$ cat config.mk
export PLATFORM = sky130hd
export DESIGN_NAME = ieu_top
export DESIGN_NICKNAME = d
export VERILOG_FILES = /design/src/ieu_pkg.sv /design/src/ieu_ext_edge.sv /design/src/ieu_top.sv
export SDC_FILE = /design/constraint.sdc
export NUM_CORES = 2
export LEC_CHECK = 0
export ABC_CLOCK_PERIOD_IN_PS = 4700
export BUFFER_PORTS_ARGS = -buffer_cell sky130_fd_sc_hd__buf_2
export CORE_MARGIN = 1.5
export CORE_UTILIZATION = 60
export CTS_CLUSTER_DIAMETER = 30
export DETAILED_ROUTE_END_ITERATION = 6
export GPL_ROUTABILITY_DRIVEN = 0
export PLACE_DENSITY = 0.78
export SKIP_CTS_REPAIR_TIMING = 1
export SLEW_MARGIN = 5
export SYNTH_ARGS = -nofsm -noshare
export SYNTH_HDL_FRONTEND = slang
export SYNTH_HIERARCHICAL = 1
export SYNTH_SLANG_ARGS = --single-unit
$ cat constraint.sdc
create_clock -name ref_clk -period 4.7 [get_ports ref_clk]
set_clock_uncertainty 0.15 [all_clocks]
set_input_delay 0.47 -clock ref_clk [delete_from_list [all_inputs] [get_ports ref_clk]]
set_output_delay 0.47 -clock ref_clk [all_outputs]
set_load 0.1 [all_outputs]
$ cat src/ieu_pkg.sv
// Package for the interrupt expansion unit: sizes, timing counts, types.
// Assumes a single CPU clock domain with a synchronous active-high reset.
package ieu_pkg;
   // Expander geometry
   localparam int NUM_REQ      = 96;   // Request inputs
   localparam int GROUP_SIZE   = 8;    // Requests per group
   localparam int NUM_GROUPS   = 12;   // CPU lines fed by the expander
   localparam int NUM_USED     = 45;   // Requests wired to peripherals
   localparam int VEC_W        = 22;   // Vector entry width
   localparam int IDX_W        = 7;    // Request index width
   localparam int SUB_W        = 3;    // Index within a group
   // Timer routing: timer zero enters at this request index
   localparam logic [IDX_W-1:0] TIMER0_REQ_IDX = 7'h06;
   // Service sequence length
   localparam int FETCH_CYCLES = 8;
   localparam logic [3:0] FETCH_LAST = 4'h7;
   // Time-stamp counter width
   localparam int STAMP_W      = 16;
   localparam logic [STAMP_W-1:0] STAMP_RESET = 16'h0000;
   // Number of external inputs (a, b, combined c/nmi)
   localparam int NUM_EXT      = 3;
   localparam int EXT_C        = 2;

   // Low-power modes
   typedef enum logic [1:0] {LPM_RUN, LPM_IDLE, LPM_STANDBY, LPM_HALT}
      ieu_lpm_t;

   // Answer to the CPU vector fetch
   typedef struct packed {
      logic             valid;  // Vector ready for the CPU
      logic [3:0]       line;   // CPU line being serviced, 1 to 12
      logic [VEC_W-1:0] vector; // Fetched vector
   } ieu_vec_rsp_t;

   // External pin configuration for one input
   typedef struct packed {
      logic enable;   // Input enabled
      logic rising;   // 1 rising edge, 0 falling edge
   } ieu_ext_cfg_t;
endpackage

$ cat src/ieu_ext_edge.sv
// One external interrupt input: synchroniser, edge detect, time stamp.
// Assumes the pin is sampled on ref_clk; configuration is static-ish.
`timescale 1ns/1ps
module ieu_ext_edge
#(
   parameter int STAMP_W = ieu_pkg::STAMP_W
)
(
   // Clock and reset
   input  wire logic                 ref_clk,
   input  wire logic                 srst,
   // Pin and configuration
   input  wire logic                 pinIn,
   input  wire ieu_pkg::ieu_ext_cfg_t cfg,
   // Results
   output logic                      edgeSeen,
   output logic [STAMP_W-1:0]        stamp
);
   logic syncA;       // First stage, read only by syncB
   logic syncB;       // Second stage
   logic syncPrev;    // Previous synchronised level
   logic risingEdge;  // Synchronised rising transition
   logic fallingEdge; // Synchronised falling transition
   logic validEdge;   // Edge of the selected polarity

   assign risingEdge  = syncB & ~syncPrev;
   assign fallingEdge = ~syncB & syncPrev;
   assign validEdge   = cfg.enable &
                        (cfg.rising ? risingEdge : fallingEdge);

   // Two-stage synchroniser and history
   always_ff @(posedge ref_clk)
   begin
      if (srst)
      begin
         syncA    <= 1'b0;
         syncB    <= 1'b0;
         syncPrev <= 1'b0;
      end
      else
      begin
         syncA    <= pinIn;
         syncB    <= syncA;
         syncPrev <= syncB;
      end
   end

   // Free-running stamp, cleared on a valid edge
   always_ff @(posedge ref_clk)
   begin
      if (srst)
      begin
         stamp    <= '0;
         edgeSeen <= 1'b0;
      end
      else
      begin
         stamp    <= validEdge ? '0 : stamp + 1'b1;
         edgeSeen <= validEdge;
      end
   end

   // Stamp clears the cycle after a valid edge
   property p_stamp_clear;
      @(posedge ref_clk) disable iff (srst)
      validEdge |=> (stamp == '0) && edgeSeen;
   endproperty
   a_stamp_clear: assert property (p_stamp_clear)
      else $error("stamp not cleared after edge");

   // An edge needs the synchronised level at the selected polarity
   property p_edge_polarity;
      @(posedge ref_clk) disable iff (srst)
      edgeSeen |-> ($past(syncB) == $past(cfg.rising)) && $past(cfg.enable);
   endproperty
   a_edge_polarity: assert property (p_edge_polarity)
      else $error("edge flagged at wrong polarity");
endmodule

$ cat src/ieu_top.sv
// Top of the interrupt expansion unit: groups, vectors, external inputs,
// timer routing and wake logic. Assumes the CPU acknowledges one line
// at a time and that all inputs are synchronous to ref_clk.
//
// Overview of operation
// - 96 requests, groups of 8, 12 lines
// - Only 45 requests connected; rest inactive
// - Each request has writable vector entry
// - Vector fetch and save take 8 cycles
// - Per-request enable gates group line
// - Priority from fixed order plus enables
// - Three external inputs; third shares nonmaskable pin
// - Each external input: polarity and enable
// - 16-bit stamp counter cleared on edge
// - Timer zero enters as expander request
// - Timer one may drive line 13
// - Timer two drives line 14 directly
// - Idle: enabled peripheral interrupt wakes CPU
// - Standby: external event wakes all
// - Halt: only nonmaskable input wakes
`timescale 1ns/1ps
module ieu_top
#(
   parameter int NUM_REQ  = ieu_pkg::NUM_REQ,
   parameter int NUM_USED = ieu_pkg::NUM_USED,
   parameter int VEC_W    = ieu_pkg::VEC_W
)
(
   // Clock and reset
   input  wire logic                        ref_clk,
   input  wire logic                        srst,
   // Peripheral requests, index 0 upward
   input  wire logic [NUM_USED-1:0]         periphReq,
   input  wire logic [NUM_REQ-1:0]          reqEnable,
   // Timer interrupts
   input  wire logic                        timer0Irq,
   input  wire logic                        timer1Irq,
   input  wire logic                        timer1Route,
   input  wire logic                        timer2Irq,
   // Vector table write port
   input  wire logic                        vecWrEn,
   input  wire logic [ieu_pkg::IDX_W-1:0]   vecWrIdx,
   input  wire logic [VEC_W-1:0]            vecWrData,
   // CPU acknowledge of a line, 1 to 12
   input  wire logic                        cpuAck,
   input  wire logic [3:0]                  cpuAckLine,
   // External pins and their configuration
   input  wire logic                        extIrqAPin,
   input  wire logic                        extIrqBPin,
   input  wire logic                        extCombinedIrqPin,
   input  wire ieu_pkg::ieu_ext_cfg_t       extIrqACfg,
   input  wire ieu_pkg::ieu_ext_cfg_t       extIrqBCfg,
   input  wire ieu_pkg::ieu_ext_cfg_t       extIrqCCfg,
   input  wire ieu_pkg::ieu_ext_cfg_t       extNmiCfg,
   // Low-power mode of the device
   input  wire ieu_pkg::ieu_lpm_t           lpMode,
   // CPU interrupt lines
   output logic [ieu_pkg::NUM_GROUPS-1:0]   cpuIntLines,
   output logic                             cpuIntLineThirteen,
   output logic                             cpuIntLineFourteen,
   output logic                             extIrqA,
   output logic                             extIrqB,
   output logic                             extIrqC,
   output logic                             extNonmaskableIrq,
   // Time stamps
   output logic [ieu_pkg::STAMP_W-1:0]      stampA,
   output logic [ieu_pkg::STAMP_W-1:0]      stampB,
   output logic [ieu_pkg::STAMP_W-1:0]      stampC,
   // Vector answer
   output ieu_pkg::ieu_vec_rsp_t            vecRsp,
   // Wake requests
   output logic                             wakeCpu,
   output logic                             wakePeriph
);
   localparam int G  = ieu_pkg::GROUP_SIZE;
   localparam int NG = ieu_pkg::NUM_GROUPS;

   typedef enum {FS_IDLE, FS_FETCH} ieu_fetch_t;

   logic [NUM_REQ-1:0]     allReq;       // Full request vector
   logic [NUM_REQ-1:0]     activeReq;    // Requests after enables
   logic [NG-1:0]          groupReq;     // Combined group requests
   logic [VEC_W-1:0]       vecRam [NUM_REQ]; // Vector table
   ieu_fetch_t             fetchState;   // Service sequencer
   logic [3:0]             fetchCnt;     // Cycles into the fetch
   logic [3:0]             fetchLine;    // Line being serviced
   logic [ieu_pkg::IDX_W-1:0] fetchIdx;  // Captured winning index
   logic [ieu_pkg::IDX_W-1:0] winIdx;    // Winner of acked group
   logic                   winValid;     // Acked group has a winner
   logic [3:0]             ackGroup;     // Zero-based acked group
   logic                   edgeA;        // Valid edge, input a
   logic                   edgeB;        // Valid edge, input b
   logic                   edgeC;        // Valid edge, maskable c
   logic                   edgeNmi;      // Valid edge, nonmaskable
   logic                   anyExtEdge;   // Any external event
   logic                   next_wakeCpu; // Wake decision
   logic                   next_wakePer; // Peripheral wake decision

   // First set request in a group of eight, lowest index wins
   function automatic logic [ieu_pkg::SUB_W:0] first_set
      (input logic [G-1:0] bits);
      logic [ieu_pkg::SUB_W:0] res;
      res = '0;
      for (int i = G - 1; i >= 0; i--)
         if (bits[i])
            res = {1'b1, ieu_pkg::SUB_W'(i)};
      return res;
   endfunction

   // Timer zero at its slot, used peripherals elsewhere, rest tied low
   always_comb
   begin
      allReq = '0;
      allReq[NUM_USED-1:0] = periphReq;
      allReq[ieu_pkg::TIMER0_REQ_IDX] = timer0Irq;
   end

   assign activeReq = allReq & reqEnable;

   // One OR per group of eight
   genvar g;
   generate
      for (g = 0; g < NG; g++)
      begin : gGroup
         assign groupReq[g] = |activeReq[g*G +: G];
      end
   endgenerate

   assign ackGroup = cpuAckLine - 4'h1;
   // Fixed order combined with software enables decides the winner
   wire [ieu_pkg::SUB_W:0] winSel =
      first_set(activeReq[ackGroup*G +: G]);
   assign winValid = winSel[ieu_pkg::SUB_W];
   assign winIdx   = ieu_pkg::IDX_W'({ackGroup, winSel[ieu_pkg::SUB_W-1:0]});

   // External edge detectors; c and nmi share the combined pin
   ieu_ext_edge u_extA (.ref_clk(ref_clk), .srst(srst), .pinIn(extIrqAPin),
      .cfg(extIrqACfg), .edgeSeen(edgeA), .stamp(stampA));
   ieu_ext_edge u_extB (.ref_clk(ref_clk), .srst(srst), .pinIn(extIrqBPin),
      .cfg(extIrqBCfg), .edgeSeen(edgeB), .stamp(stampB));
   ieu_ext_edge u_extC (.ref_clk(ref_clk), .srst(srst),
      .pinIn(extCombinedIrqPin), .cfg(extIrqCCfg),
      .edgeSeen(edgeC), .stamp(stampC));
   ieu_ext_edge u_extN (.ref_clk(ref_clk), .srst(srst),
      .pinIn(extCombinedIrqPin), .cfg(extNmiCfg),
      .edgeSeen(edgeNmi), .stamp());

   assign anyExtEdge = edgeA | edgeB | edgeC | edgeNmi;

   // Wake decision per low-power mode
   always_comb
   begin
      next_wakeCpu = 1'b0;
      next_wakePer = 1'b0;
      case (lpMode)
         ieu_pkg::LPM_IDLE:
            next_wakeCpu = |groupReq;
         ieu_pkg::LPM_STANDBY:
         begin
            next_wakeCpu = anyExtEdge;
            next_wakePer = anyExtEdge;
         end
         ieu_pkg::LPM_HALT:
         begin
            next_wakeCpu = edgeNmi;
            next_wakePer = edgeNmi;
         end
         default:
            next_wakeCpu = 1'b0;
      endcase
   end

   // Vector table writes, any time
   always_ff @(posedge ref_clk)
   begin
      if (vecWrEn && vecWrIdx < ieu_pkg::IDX_W'(NUM_REQ))
         vecRam[vecWrIdx] <= vecWrData;
   end

   // Interrupt lines and wake outputs
   always_ff @(posedge ref_clk)
   begin
      if (srst)
      begin
         cpuIntLines        <= '0;
         cpuIntLineThirteen <= 1'b0;
         cpuIntLineFourteen <= 1'b0;
         extIrqA            <= 1'b0;
         extIrqB            <= 1'b0;
         extIrqC            <= 1'b0;
         extNonmaskableIrq  <= 1'b0;
         wakeCpu            <= 1'b0;
         wakePeriph         <= 1'b0;
      end
      else
      begin
         cpuIntLines        <= groupReq;
         cpuIntLineThirteen <= timer1Route ? timer1Irq : edgeC;
         cpuIntLineFourteen <= timer2Irq;
         extIrqA            <= edgeA;
         extIrqB            <= edgeB;
         extIrqC            <= edgeC;
         extNonmaskableIrq  <= edgeNmi;
         wakeCpu            <= next_wakeCpu;
         wakePeriph         <= next_wakePer;
      end
   end

   // Service sequencer: capture winner, answer after eight cycles
   always_ff @(posedge ref_clk)
   begin
      if (srst)
      begin
         fetchState <= FS_IDLE;
         fetchCnt   <= '0;
         fetchLine  <= '0;
         fetchIdx   <= '0;
         vecRsp     <= '0;
      end
      else
      begin
         vecRsp.valid <= 1'b0;
         case (fetchState)
            FS_IDLE:
               // Only a line that has a winner starts a fetch
               if (cpuAck && cpuAckLine != 4'h0 &&
                   cpuAckLine <= 4'(NG) && winValid)
               begin
                  fetchState <= FS_FETCH;
                  fetchCnt   <= '0;
                  fetchLine  <= cpuAckLine;
                  fetchIdx   <= winIdx;
               end
            FS_FETCH:
               if (fetchCnt == ieu_pkg::FETCH_LAST - 4'h1)
               begin
                  fetchState    <= FS_IDLE;
                  vecRsp.valid  <= 1'b1;
                  vecRsp.line   <= fetchLine;
                  vecRsp.vector <= vecRam[fetchIdx];
               end
               else
                  fetchCnt <= fetchCnt + 4'h1;
            default:
               fetchState <= FS_IDLE;
         endcase
      end
   end

   // Fetch answer comes eight cycles after the acknowledge
   property p_fetch_len;
      @(posedge ref_clk) disable iff (srst)
      (fetchState == FS_IDLE && cpuAck && cpuAckLine != 4'h0 &&
       cpuAckLine <= 4'(NG) && winValid)
      |=> !vecRsp.valid [*7] ##1 vecRsp.valid;
   endproperty
   a_fetch_len: assert property (p_fetch_len)
      else $error("vector answer not at cycle eight");

   // A group line follows its enabled requests
   property p_group_line;
      @(posedge ref_clk) disable iff (srst)
      ##1 cpuIntLines == $past(groupReq);
   endproperty
   a_group_line: assert property (p_group_line)
      else $error("group line mismatch");

   // A fully disabled group zero never raises its line
   property p_enable_gate;
      @(posedge ref_clk) disable iff (srst)
      (reqEnable[G-1:0] == '0) |=> !cpuIntLines[0];
   endproperty
   a_enable_gate: assert property (p_enable_gate)
      else $error("disabled group raised its line");

   // Timer two mirrors onto line fourteen
   property p_timer2;
      @(posedge ref_clk) disable iff (srst)
      timer2Irq |=> cpuIntLineFourteen;
   endproperty
   a_timer2: assert property (p_timer2)
      else $error("line fourteen missed timer two");

   // Timer one routed to line thirteen
   property p_timer1;
      @(posedge ref_clk) disable iff (srst)
      (timer1Route && timer1Irq) |=> cpuIntLineThirteen;
   endproperty
   a_timer1: assert property (p_timer1)
      else $error("line thirteen missed timer one");

   // Halt wake only from the nonmaskable edge
   property p_halt_wake;
      @(posedge ref_clk) disable iff (srst)
      wakeCpu && $past(lpMode) == ieu_pkg::LPM_HALT |-> $past(edgeNmi);
   endproperty
   a_halt_wake: assert property (p_halt_wake)
      else $error("halt woken by other source");

   // Standby wake on external event
   property p_standby_wake;
      @(posedge ref_clk) disable iff (srst)
      (lpMode == ieu_pkg::LPM_STANDBY && anyExtEdge) |=>
         wakeCpu && wakePeriph;
   endproperty
   a_standby_wake: assert property (p_standby_wake)
      else $error("standby not woken by external edge");

   // Idle wake on an enabled request
   property p_idle_wake;
      @(posedge ref_clk) disable iff (srst)
      (lpMode == ieu_pkg::LPM_IDLE && |groupReq) |=> wakeCpu;
   endproperty
   a_idle_wake: assert property (p_idle_wake)
      else $error("idle not woken by enabled request");

   // Groups above the wired requests never raise their line
   property p_tied;
      @(posedge ref_clk) disable iff (srst)
      cpuIntLines[NG-1:(NUM_USED+G-1)/G] == '0;
   endproperty
   a_tied: assert property (p_tied)
      else $error("unconnected request asserted");

   c_fetch: cover property (@(posedge ref_clk) vecRsp.valid);
   c_halt:  cover property (@(posedge ref_clk)
      lpMode == ieu_pkg::LPM_HALT && wakeCpu);
   c_stamp: cover property (@(posedge ref_clk) edgeA ##3 edgeA);
endmodule

After elaboration in Yosys (flattened, before gate mapping)
Memories as Yosys holds them, arrays and structs flattened. A register that Yosys moved wholly into a read port is not among the register bits.
Cells that the tools add are included.
- register bits: 155
- bits in writable memories: 2112
- input port bits: 195
- output and inout bits: 95
- logic and storage cells: 124
- memories kept: 1
- add/sub/neg operators: 5
- order comparisons: 2
- equal/unequal tests: 8
- shifts and indexed selects: 1
- mux-type cells: 26
- bitwise logic cells: 21
- reduce and logical (&&, ||, !) cells: 28
- memories (name ; depth ; width ; read ports ; clocked after Yosys merged registers in ; write ports ; RTL line ; RTL):
    vecRam ; 96 ; 22 ; 1 ; 1 ; 1 ; ieu_top.sv:83 ; logic [VEC_W-1:0] vecRam [NUM_REQ];
- operator list (kind ; number):
    AND 45 x 96 -> 96 bit ; 1
    OR reduction 8 bit ; 12
    OR reduction 96 bit ; 1
    indexed part select 96 x 8 -> 8 bit ; 1
    2-to-1 mux 32 bit ; 2
    case mux 32 bit (2 select lines) ; 1
    adder 16 x 1 -> 16 bit, second input constant ; 3
    2-to-1 mux 4 bit ; 10
    equality test 32 x 1 -> 1 bit, second input constant ; 1
    zero test 32 bit ; 1
    2-to-1 mux 27 bit ; 1
    2-to-1 mux 7 bit ; 2
    AND 1 bit ; 10
    case mux 4 bit (2 select lines) ; 1
    OR reduction 2 bit ; 4
    < comparator 7 bit, second input constant ; 1
    2-to-1 mux 1 bit ; 7
    NOT 1 bit ; 7
    inequality test 2 bit, second input constant ; 3
    AND reduction 2 bit ; 3
    adder 4 x 1 -> 4 bit, second input constant ; 1
    equality test 2 bit, second input constant ; 2
    equality test 4 x 3 -> 1 bit, second input constant ; 1
    <= comparator 4 bit, second input constant ; 1
    other kinds (9) ; 14

Depth between registers and ports, before layout
- word-level depth: 14
- mapped depth: 12
- mapped depth without buffers: 10

Hierarchy
The synthesis kept the hierarchy.
- by module, submodules not included (module ; times used ; cells each ; area an instance (µm²) ; seq. area each (µm²)):
    ieu_top ; 1 ; 3580 ; 83652.7 ; 64702.1
    ieu_ext_edge ; 4 ; 98 ; 890.9 ; 400.4

Worst setup path before layout
Ideal clock, no wire load.
- path kind: input to register
- start point: input vecWrIdx[2] in the netlist's numbering
- end point: memory vecRam[56][0] (enable)
- library setup time: 0.429 ns
- arrival time: 2.938 ns
- required time: 4.121 ns
- path slack: 1.183 ns
- cell stages on the path: 5
- buffers on the path: 2
- path through: clkbuf_1 or3_1 nand2b_1 clkbuf_1 nor3_1
- word-level cells in the longest chain between the ends: 4
- ends and longest elaborated chain (what ; RTL line ; RTL):
    from (decl) ; ieu_top.sv:42 ; input wire logic [ieu_pkg::IDX_W-1:0] vecWrIdx,
    < comparator 7 bit ; ieu_top.sv:176 ; if (vecWrEn && vecWrIdx < ieu_pkg::IDX_W'(NUM_REQ))
    logical AND 1 bit ; ieu_top.sv:176 ;
    2-to-1 mux 1 bit ; ieu_top.sv:176 ;
    2-to-1 mux 1 bit (not written as such) ; ieu_top.sv:177 ; vecRam[vecWrIdx] <= vecWrData;
    to (decl) ; ieu_top.sv:83 ;
Several ways; a longest one is shown, not always the timed one.

==> impl_metrics.env <==
export IMPL_status="finished clean"
export IMPL_htree_levels=5
export IMPL_antenna_left=0
export IMPL_portBuffers=231
export IMPL_area_growth_pct=20.6
export IMPL_cts_buffers=390
export IMPL_drcViolationCount=0
export IMPL_endpoint="vecRsp[14]"
export IMPL_r2r_end="vecRsp[14]"
export IMPL_hold_ws_ps=2.14
export IMPL_fmax_mhz=233
export IMPL_arrival_ps=4880
export IMPL_syn_area_sq_mm=0.0865
export IMPL_p_int_mw=41.2
export IMPL_routed_wl_met3_mm=30.5
export IMPL_grt_pass1_wl_mm=354
export IMPL_cts_tree="yes"
export IMPL_min_period_ps=4300
export IMPL_grt_pass1_vias=48500
export IMPL_cp_start_kind="flip-flop"
export IMPL_drtIter0Drc=7165
export IMPL_irDropWorstVdd_v=0.000479
export IMPL_grtUsageTotal_pct=34.8
export IMPL_end_kind="flip-flop"
export IMPL_final_max_slew_viol_count=0
export IMPL_start_util_pct=60.3
export IMPL_hold_viol=0
export IMPL_cts_sinks=2240
export IMPL_drive_above_1_share_pct=37.4
export IMPL_syn_area_per_cell_sq_um=22.2
export IMPL_path_max_fanout=46
export IMPL_wl_per_cell_microns=37.6
export IMPL_yosys_warnings=6
export IMPL_rsz0062_at_grt="no"
export IMPL_grt_max_degree=97
export IMPL_clkLatencyLatePin_ps=940
export IMPL_antenna_found_initial=19
export IMPL_timing_final_crit_share_pct=91.4
export IMPL_hold_class="primary input to flip-flop"
export IMPL_final_nets=4727
export IMPL_tns_ps=0
export IMPL_die_area_sq_mm=0.146
export IMPL_cts_clk_slew_worst_paths_ps=50
export IMPL_die_x_microns=383
export IMPL_timing_reg2reg_setup_slack_ps=400
export IMPL_ff2ff_path_depth=8
export IMPL_setup_violations=0
export IMPL_cts_root_buf="clkbuf_16"
export IMPL_rows=139
export IMPL_power_density_mw_per_mm2=512
export IMPL_drt_vias_per_instance=7.06
export IMPL_p_seq_share_pct=41.2
export IMPL_ios=290
export IMPL_final_cell_area_sq_mm=0.104
export IMPL_drtPass1Iterations=6
export IMPL_hpwlAfterDp_mm=123
export IMPL_worstMarginPinSlew_ps=1190
export IMPL_drv_cap=0
export IMPL_place_area_sq_mm=0.0910
export IMPL_core_area_sq_mm=0.143
export IMPL_clkPwrFrac_pct=52.3
export IMPL_power_leakage_nw=33.3
export IMPL_drt_met1_wl_mm=83.2
export IMPL_slew_headroom_pct=20.6
export IMPL_combPwrFrac_pct=6.5
export IMPL_p_switching_mw=12.2
export IMPL_wirelength_mm=253
export IMPL_swShare_pct=22.9
export IMPL_vias=47600
export IMPL_nFillCells=7301
export IMPL_top_layer="met5"
export IMPL_fp_dieH_microns=383
export IMPL_overflow=0
export IMPL_path_class="flip-flop to flip-flop"
export IMPL_netlist_instances=3887
export IMPL_clock_path_buffers=4
export IMPL_wl_met2_mm=123
export IMPL_required_ps=5290
[flip-flops by register name, summed over array words and instances, names as in the netlist, 4 cells and up, named ones only]
| name | cells |
|---|---|
| cpuIntLines | 6 |
| fetchCnt | 4 |
| fetchIdx | 7 |
| fetchLine | 4 |
| u_extA/stamp | 16 |
| u_extB/stamp | 16 |
| u_extC/stamp | 16 |
| vecRam | 2112 |
| vecRsp | 27 |
[layout make-up]
class,instances,area (sq um),area share [%]
flip-flops and latches,2240,66000,63.3
multi-input cells,1424,19700,18.9
clock buffers,428,10100,9.71
repair buffers,454,3250,3.12
clock inverters,266,2790,2.68
well taps,1903,2380,2.28
inverters,16,60.1,0.0576
diodes,8,20.0,0.0192
[routing by layer]
metal	GRT usage, %	vias up
met2	55.8	4166
met1	44.2	24700
met5	0	-
met4	18.8	16
li1	-	17900
met3	8.61	913
[metrics by stage]
step,std cells,setup WS (ps),util (%),power [mW]
6_report,6739,403,72.8,53.4
5_1_grt,6733,432,72.8,54.5
4_1_cts,6693,561,72.5,53.5
3_5_place_dp,5999,677,63.5,25.7
3_3_place_gp,5999,697,63.5,25.6
2_1_floorplan,3892,1180,-,24.3
[layout by cell type (no fill, tap or decap), drive strengths merged, types with 6 or more instances in the layout]
cell type	count
edfxtp	2112
mux4	664
clkbuf	428
buf	416
nor2	187
clkinv	137
dfxtp	128
nand2	85
mux2i	74
inv	72
a21oi	50
nand3	50
o21ai	48
bufinv	43
dlygate4sd3	38
nor2b	32
clkinvlp	30
a211oi	28
nand4	22
nand4b	19
nor3	19
or3	15
nor4	15
nand2b	10
diode	8
nand3b	8
a22oi	8
xnor2	7
o31ai	7
o211ai	6
o22ai	6
a31oi	6
ha	6
conb	6
or4	6
[worst min path at each step]
| stage | start | to | cells past startpoint |
|---|---|---|---|
| 2_1_floorplan | u_extA/syncA | u_extA/syncB | 1 |
| 3_3_place_gp | u_extC/syncA | u_extC/syncB | 1 |
| 3_5_place_dp | u_extC/syncA | u_extC/syncB | 1 |
| 4_1_cts | extIrqAPin | u_extA/syncA | 2 |
| 5_1_grt | srst | cpuIntLines[1] | 2 |
| 6_report | cpuAck | flip-flop | 4 |
[power groups by stage]
stage / clock (mW) / combinational [mW] / sequential (mW)
finish: 28.0 / 3.46 / 22.0
global route: 28.9 / 3.54 / 22.0
CTS: 28.1 / 3.38 / 22.0
detailed placement: 0 / 3.25 / 22.4
global placement: 0 / 3.19 / 22.4
floorplan: 0 / 1.86 / 22.4
[worst max-delay path, stage by stage (launching register included)]
cell     delay [ps]
dfxtp_4         780
buf_12          410
buf_4           320
mux4_2          540
mux4_2          510
mux2i_1         640
a22oi_1         280
a21oi_1         250
nor3_1          100
(Power assumes the default switching activity.)
